<file path="src/shared/laic_pkg.sv">
// Package of constants and types for the light integration counter.
package laic_pkg;

    localparam int CYC_W = 19;
    localparam int CNT_W = 16;
    localparam logic [CYC_W-1:0] CYC_UNIT = 19'h0_0396;
    localparam logic [CYC_W-1:0] CYC_SHORT = 19'h0_2772;
    localparam logic [CYC_W-1:0] CYC_MID = 19'h1_2276;
    localparam logic [CYC_W-1:0] CYC_LONG = 19'h4_82AC;
    localparam int OSC_NOMINAL_KHZ = 735;
    localparam logic [CNT_W-1:0] CNT_OFFSET = 16'h0002;
    localparam logic [CNT_W-1:0] CNT_MAX = 16'hFFFF;
    localparam logic [3:0] LOW_GAIN_DIV = 4'hF;
    localparam logic [1:0] ITIME_SHORT = 2'h0;
    localparam logic [1:0] ITIME_MID = 2'h1;
    localparam logic [1:0] ITIME_LONG = 2'h2;

    // Converter pulse pair: one request per channel.
    typedef struct packed {
        logic broadbandPulse;
        logic infraredPulse;
    } laic_pulse_t;

    // Result pair published to the data registers.
    typedef struct packed {
        logic [CNT_W-1:0] broadbandChannel;
        logic [CNT_W-1:0] infraredChannel;
    } laic_result_t;

    // State of the counter block, apart from the converter pulse synchronisers.
    typedef struct packed {
        logic [2:0] oscSync;
        logic [CYC_W-1:0] cycles;
        logic pace;
        logic [CNT_W-1:0] offsetLeft;
        logic [CNT_W-1:0] bbCount;
        logic [CNT_W-1:0] irCount;
        logic [4:0] bbPre;
        logic [4:0] irPre;
        logic [1:0] itimeLatched;
        logic gainLatched;
        laic_result_t results;
        logic done;
    } laic_state_t;

endpackage : laic_pkg

</file>
<file path="src/logic/laic_counter.sv">
// Integration window timer and two saturating result counters.
module laic_counter
    import laic_pkg::*;
(
    // Clock, reset, enable.
    input wire logic core_clk,
    input wire logic rst_b,
    input wire logic clkEn,
    // Oscillator and converter pulses, asynchronous to core_clk.
    input wire logic oscIn,
    input wire laic_pkg::laic_pulse_t convPulse,
    // Settings.
    input wire logic [1:0] integTime,
    input wire logic highGain,
    // Results.
    output laic_pkg::laic_result_t dataRegs,
    output logic resultValid
);
    import laic_pkg::*;

    laic_state_t state_ff;
    laic_state_t nxt_state;
    laic_pulse_t pulseMeta_ff;
    laic_pulse_t pulseSync_ff;
    laic_pulse_t pulseSeen_ff;

    logic oscEdge;
    logic [CYC_W-1:0] windowLen;
    logic bbReq;
    logic irReq;

    // Two-stage synchronisers for the converter pulses; a third stage feeds edge detection only.
    always_ff @(posedge core_clk or negedge rst_b)
    begin
        if (!rst_b)
        begin
            pulseMeta_ff <= '0;
            pulseSync_ff <= '0;
            pulseSeen_ff <= '0;
        end
        else if (clkEn)
        begin
            pulseMeta_ff <= convPulse;
            pulseSync_ff <= pulseMeta_ff;
            pulseSeen_ff <= pulseSync_ff;
        end
    end

    // Oscillator rising edge is seen between synchronised stages 1 and 2 only.
    assign oscEdge = state_ff.oscSync[1] & ~state_ff.oscSync[2];
    assign bbReq = pulseSync_ff.broadbandPulse & ~pulseSeen_ff.broadbandPulse;
    assign irReq = pulseSync_ff.infraredPulse & ~pulseSeen_ff.infraredPulse;

    // Window length from the settings latched at window start.
    always_comb
    begin
        case (state_ff.itimeLatched)
            ITIME_SHORT: windowLen = CYC_SHORT;
            ITIME_MID: windowLen = CYC_MID;
            ITIME_LONG: windowLen = CYC_LONG;
            default: windowLen = CYC_LONG;
        endcase
    end

    // Next-state logic: shared timer, paced counters and result transfer.
    always_comb
    begin
        logic paceSlot;
        logic bbStep;
        logic irStep;
        nxt_state = state_ff;
        paceSlot = 1'b0;
        bbStep = 1'b0;
        irStep = 1'b0;
        nxt_state.oscSync = {state_ff.oscSync[1:0], oscIn};
        nxt_state.done = 1'b0;
        // Requests are remembered until the next pacing slot; further requests before that slot merge into the one held.
        if (bbReq)
            nxt_state.bbPre = state_ff.bbPre | 5'h01;
        if (irReq)
            nxt_state.irPre = state_ff.irPre | 5'h01;
        if (oscEdge)
        begin
            nxt_state.cycles = state_ff.cycles + 19'h0_0001;
            nxt_state.pace = ~state_ff.pace;
            paceSlot = state_ff.pace;
            if (paceSlot)
            begin
                // Low gain passes one converter count in sixteen.
                // The prescaler needs four bits; three would pass one count in eight.
                bbStep = state_ff.bbPre[0] & (state_ff.gainLatched | (state_ff.bbPre[4:1] == LOW_GAIN_DIV));
                irStep = state_ff.irPre[0] & (state_ff.gainLatched | (state_ff.irPre[4:1] == LOW_GAIN_DIV));
                if (state_ff.bbPre[0])
                    nxt_state.bbPre = {state_ff.bbPre[4:1] + 4'h1, bbReq};
                if (state_ff.irPre[0])
                    nxt_state.irPre = {state_ff.irPre[4:1] + 4'h1, irReq};
                // The first two slots of each window are swallowed by the fixed offset.
                if (state_ff.offsetLeft != '0)
                begin
                    nxt_state.offsetLeft = state_ff.offsetLeft - 16'h0001;
                    bbStep = 1'b0;
                    irStep = 1'b0;
                end
                if (bbStep && state_ff.bbCount != CNT_MAX)
                    nxt_state.bbCount = state_ff.bbCount + 16'h0001;
                if (irStep && state_ff.irCount != CNT_MAX)
                    nxt_state.irCount = state_ff.irCount + 16'h0001;
            end
            if (state_ff.cycles + 19'h0_0001 == windowLen)
            begin
                // Both counts are published in one cycle, so no reader sees a mix.
                nxt_state.results.broadbandChannel = nxt_state.bbCount;
                nxt_state.results.infraredChannel = nxt_state.irCount;
                nxt_state.done = 1'b1;
                nxt_state.cycles = '0;
                nxt_state.pace = 1'b0;
                nxt_state.offsetLeft = CNT_OFFSET;
                nxt_state.bbCount = '0;
                nxt_state.irCount = '0;
                nxt_state.bbPre = '0;
                nxt_state.irPre = '0;
                // Settings for the next window are sampled here and nowhere else.
                nxt_state.itimeLatched = integTime;
                nxt_state.gainLatched = highGain;
            end
        end
    end

    // State register; settings only take effect at a window boundary.
    always_ff @(posedge core_clk or negedge rst_b)
    begin
        if (!rst_b)
        begin
            state_ff <= '0;
            state_ff.offsetLeft <= CNT_OFFSET;
            // The first window is short and high gain, so a result appears soon after reset.
            state_ff.itimeLatched <= ITIME_SHORT;
            state_ff.gainLatched <= 1'b1;
        end
        else if (clkEn)
            state_ff <= nxt_state;
    end

    // Outputs come straight from the state register, so they never glitch.
    assign dataRegs = state_ff.results;
    assign resultValid = state_ff.done;

    // Checks on the counter's own behaviour.
    // They are disabled while reset is low, as the state is then forced.

    // The shared timer never reaches the window length.
    a_window_length: assert property (@(posedge core_clk) disable iff (!rst_b)
        state_ff.cycles < windowLen)
        else $error("Window counter passed its length.");

    // The timer wraps on the edge that completes the window.
    a_cycle_wrap: assert property (@(posedge core_clk) disable iff (!rst_b)
        ($past(clkEn) && $past(oscEdge) && $past(state_ff.cycles) + 19'h0_0001 == $past(windowLen))
        |-> state_ff.cycles == '0)
        else $error("Window did not end at its length.");

    // A broadband step only follows a pacing slot.
    a_pace_limit: assert property (@(posedge core_clk) disable iff (!rst_b)
        (clkEn && state_ff.bbCount != $past(state_ff.bbCount) && state_ff.cycles != '0)
        |-> $past(state_ff.pace))
        else $error("Broadband counter stepped outside a pacing slot.");

    // An infrared step only follows a pacing slot.
    a_ir_pace_limit: assert property (@(posedge core_clk) disable iff (!rst_b)
        (clkEn && state_ff.irCount != $past(state_ff.irCount) && state_ff.cycles != '0)
        |-> $past(state_ff.pace))
        else $error("Infrared counter stepped outside a pacing slot.");

    // The broadband count holds at full scale.
    a_count_saturate: assert property (@(posedge core_clk) disable iff (!rst_b)
        ($past(state_ff.bbCount) == CNT_MAX && state_ff.cycles != '0) |-> state_ff.bbCount == CNT_MAX)
        else $error("Broadband counter wrapped.");

    // Published results only move together with the valid pulse.
    a_result_atomic: assert property (@(posedge core_clk) disable iff (!rst_b)
        !state_ff.done |=> (dataRegs == $past(dataRegs)) || resultValid)
        else $error("Results changed without a transfer.");

    // A transfer always restarts the window from zero.
    a_restart_window: assert property (@(posedge core_clk) disable iff (!rst_b)
        resultValid |-> state_ff.cycles == '0 && state_ff.bbCount == '0 && state_ff.irCount == '0)
        else $error("New window did not start after transfer.");

    // The window length setting is taken at the transfer.
    a_time_latch: assert property (@(posedge core_clk) disable iff (!rst_b)
        $rose(state_ff.done) |-> state_ff.itimeLatched == $past(integTime))
        else $error("Window setting not taken at transfer.");

    // No count is made while the offset is being swallowed.
    a_offset_hold: assert property (@(posedge core_clk) disable iff (!rst_b)
        state_ff.offsetLeft != '0 |-> state_ff.bbCount == '0 && state_ff.irCount == '0)
        else $error("Count advanced during offset.");

    // Every new window reloads the full offset.
    a_offset_reload: assert property (@(posedge core_clk) disable iff (!rst_b)
        resultValid |-> state_ff.offsetLeft == CNT_OFFSET)
        else $error("Offset not reloaded at window start.");

    // The infrared count holds at full scale.
    a_infrared_sat: assert property (@(posedge core_clk) disable iff (!rst_b)
        ($past(state_ff.irCount) == CNT_MAX && state_ff.cycles != '0) |-> state_ff.irCount == CNT_MAX)
        else $error("Infrared counter wrapped.");

    // The gain setting is taken at the transfer.
    a_gain_latch: assert property (@(posedge core_clk) disable iff (!rst_b)
        $rose(state_ff.done) |-> state_ff.gainLatched == $past(highGain))
        else $error("Gain setting not taken at transfer.");

    // At low gain a broadband step needs a full prescaler.
    a_low_gain_step: assert property (@(posedge core_clk) disable iff (!rst_b)
        (!state_ff.gainLatched && state_ff.bbCount != $past(state_ff.bbCount) && state_ff.cycles != '0)
        |-> $past(state_ff.bbPre[4:1]) == LOW_GAIN_DIV)
        else $error("Low gain counted too often.");

    // The shared timer only moves on an oscillator edge.
    a_cycle_step: assert property (@(posedge core_clk) disable iff (!rst_b)
        (clkEn && !oscEdge) |=> state_ff.cycles == $past(state_ff.cycles))
        else $error("Shared timer moved without an oscillator edge.");

endmodule : laic_counter

</file>
<file path="config.mk">
export PLATFORM = sky130hd
export DESIGN_NAME = laic_counter
export DESIGN_NICKNAME = d
export VERILOG_FILES = /design/src/shared/laic_pkg.sv /design/src/logic/laic_counter.sv
export SDC_FILE = /design/constraint.sdc
export NUM_CORES = 1
export LEC_CHECK = 0
export ABC_AREA = 1
export ABC_CLOCK_PERIOD_IN_PS = 4900
export BUFFER_PORTS_ARGS = -buffer_cell sky130_fd_sc_hd__buf_2
export CORE_ASPECT_RATIO = 0.9
export CORE_UTILIZATION = 40
export CTS_CLUSTER_DIAMETER = 40
export DETAILED_ROUTE_END_ITERATION = 7
export GPL_ROUTABILITY_DRIVEN = 0
export MAX_ROUTING_LAYER = met4
export PLACE_DENSITY = 0.57
export SYNTH_ARGS = -nofsm -noshare
export SYNTH_HDL_FRONTEND = slang
export SYNTH_SLANG_ARGS = --single-unit
export TNS_END_PERCENT = 30
</file>
<file path="constraint.sdc">
create_clock -name core_clk -period 4.9 [get_ports core_clk]
set_clock_uncertainty 0.1 [all_clocks]
set_input_delay 0.735 -clock core_clk [delete_from_list [all_inputs] [get_ports core_clk]]
set_output_delay 0.735 -clock core_clk [all_outputs]
set_load 0.05 [all_outputs]
</file>
==> impl_metrics.csv <==
group,metric,value,unit
cts,cts_sinks,123,
layout,finish.utilization,45.2,%
global_routing,grt_first_pass_wirelength,31100,um
die,initial_core_util,41.0,%
global_routing,grt-ovfl-total,0,
timing,setup_viol,0,
cts,clock_path_buffers,2,
placement,placed_area,7740,sq um
global_routing,antenna_found_initial,0,
cts,cts_made_buffers,17,
setup_path,cp-start-kind,"register",
setup_path,path_depth,14,
layout,antenna_cells,0,
die,fp-row-count,47,
setup_path,crit_path_max_incr_delay,0.52,ns
min_path,min_path_type,"in -> async",
logic_synthesis,yosysWarnings,0,
timing,fin_crit_sh,71.7,%
timing,slew_violations,0,
run_status,status,"complete, no violations",
flow_run,max_cap_violations,0,
logic_synthesis,synth_cell_types,34,
layout,final_nets,1090,
power_and_ir_drop,p_per_area,395,nW/um^2
setup_path,worst_r2r_path_depth,14,
cts,clk_pin_slew,0.05,ns
detailed_routing,vias,6568,
die,core,18500,sq um
setup_path,worstPathRequired,5.08,ns
power_and_ir_drop,peakVddDrop,246,uV
setup_path,r2r_start,"state_ff[95]",
cts,ctsHtreeMaxLevel,4,
logic_synthesis,synth_edf_count,0,
cts,root_buffer,"clkbuf_16",
global_routing,grt_pass1_vias,6110,
setup_path,r2r_slack,1.39,ns
logic_synthesis,yosys.area.top_type,"dfrtp_1",
logic_synthesis,synth_area,7570,sq um
detailed_routing,avgViaCountPerCell,4.93,
setup_path,cp.arrival,3.69,ns
timing,fmax,285,MHz
layout,layout_common_cells,"nand2_1 (353), nand3_1 (125), dfrtp_1 (121), nor2_1 (95), inv_1 (87)",
logic_synthesis,yosysSeqAreaShare,40.7,%
die,pin_count,42,
timing,grt_setup_unrepaired,"no",
detailed_routing,drc_errors,0,
logic_synthesis,syn_area_per_cell,7.06,sq um
cts,post-cts-setup-buffers,0,
setup_path,crit_family,"simple AND/OR/NAND/NOR gates",
detailed_routing,drtPass1Iterations,5,
power_and_ir_drop,p_leak,4.12,nW
layout,area_growth,10.2,%
setup_path,cp_max_fo,51,
logic_synthesis,syn_inst,1073,
cts,cts_tree,"built",
setup_path,cp-end-kind,"register",
global_routing,track_usage,20.7,%
die,die-area,19500,sq um
power_and_ir_drop,power,3.30,mW
cts,clock_latency,0.42,ns
logic_synthesis,syn-num-nets,1088,
timing,fin_setup_tns,0,ns
logic_synthesis,synth_top_area_share,40.0,%
timing,worst_slew_pin_slew,0.783,ns
cts,cts_resized,0,
setup_path,crit_chain,"ha_1 > nand3_2 > nor2_4 > nand4_1 > clkinv_1 > nand2_1 > nand3_1 > nand2_1 > nor2_2 > inv_2 > nor2_4 > nand2_4 > clkinv_2 > o21ai_0",
placement,port_buffers,41,
die,die_x,147,um
setup_path,worst_path_max_delay_cell,"dfrtp_1",
global_routing,grt_max_degree,59,
layout,fin_area,8350,sq um
detailed_routing,wl_per_cell,13.8,um
logic_synthesis,synth_top_cells_by_area,"dfrtp_1 (40%), nand2_1 (17%), nand3_1 (8.3%)",
detailed_routing,routed_wirelength,18400,um
logic_synthesis,ys_ff_latch,123,
setup_path,cp_num_buf_inv,3,
setup_path,critPathKind,"reg -> reg",
setup_path,startpoint,"state_ff[95]",
timing,finalHoldViolCount,0,
placement,hpwl,13000,um
cts,ctsHoldBuffers,0,
logic_synthesis,synth-main-ff-cell,"dfrtp_1",
timing,max_slew_margin,47.8,%
timing,layout_min_cycle_time,3.51,ns
detailed_routing,ant_nets,0,
die,fp.dieH,133,um
logic_synthesis,async_reset_ff_share,100,%
detailed_routing,drtIter0Drc,523,
layout,layout_commonest_cell,"nand2_1",
layout,drive_above_1_share,10.3,%
## cells in the mapped netlist, types with 5 or more instances
library cell and number:
inv_1 87, buf_4 32, ha_1 6, xor2_1 44
nand2_1 353, o21ai_1 23, nand2_2 5, nor2_4 5
inv_2 6, nand3_1 125, buf_2 11, nand4_1 18
nor3_1 12, clkbuf_1 15, dfrtp_1 121, nor2_1 96
nor2_2 7, a21oi_1 12, o21ai_0 64
## worst register-to-register path: stages (launching register included)
cell and delay [ns]:
dfrtp_1 0.52, ha_1 0.28, nand3_2 0.12, nor2_4 0.21
nand4_1 0.20, clkinv_1 0.10, nand2_1 0.07, nand3_1 0.09
nand2_1 0.09, nor2_2 0.15, inv_2 0.06, nor2_4 0.38
nand2_4 0.45, clkinv_2 0.41, o21ai_0 0.15
## power breakdown
group	switching [mW]	internal, mW
Clock	0.446	0.869
Combinational	0.457	0.234
Sequential	0.149	1.14
Total	1.05	2.24
## sequential cells by signal (all words and copies together), names as in the netlist
name	cells
dataRegs	32
pulseSeen_ff	2
resultValid	1
pulseSync_ff	2
nxt_state	2
state_ff	82
pulseMeta_ff	2
## per-stage QoR
stage / std cells / hold WS (ns) / setup WS [ns]
2_1_floorplan: 1073 / 0.339 / 2.63
3_3_place_gp: 1301 / 0.358 / 1.48
3_5_place_dp: 1301 / 0.359 / 1.39
4_1_cts: 1331 / 0.325 / 1.37
5_1_grt: 1331 / 0.343 / 1.04
6_report: 1331 / 0.293 / 1.39
## routing by layer
metal	vias to the layer above	share of wire [%]	track usage, %
met1	3053	52	29.1
met2	113	43	29.9
met5	-	0	-
met4	0	1.2	5.15
met3	15	4.2	4.55
li1	3387	-	-
## kinds of logic (layout without fill, tap and decap cells)
logic type	count (synthesis)	count (layout)	synth area share [%]
AOI/OAI and AO/OA	100	100	6.66
xor gates and xnor gates	48	48	5.55
adders and majority gates	6	6	0.991
buffers and inverters	163	176	10.3
DFF	123	123	40.7
and+or+nand+nor	633	633	35.9
## layout make-up
| type | count | area [sq um] |
|---|---|---|
| fill | 1927 | 10100 |
| multi-input combinational | 787 | 3720 |
| sequential | 123 | 3080 |
| clock buffer | 22 | 464 |
| inverter | 97 | 365 |
| tap | 245 | 307 |
| timing repair buffer | 49 | 268 |
| clock inverter | 8 | 143 |
## path summary, 6_finish.rpt
path	endpoint
min	state_ff[98]
max reg2reg	state_ff[35]
min reg2reg	pulseMeta_ff[1]
max	state_ff[35]
min in group core_clk	pulseMeta_ff[1]
max in group asynchronous	state_ff[33]
(Power assumes the default switching activity.)
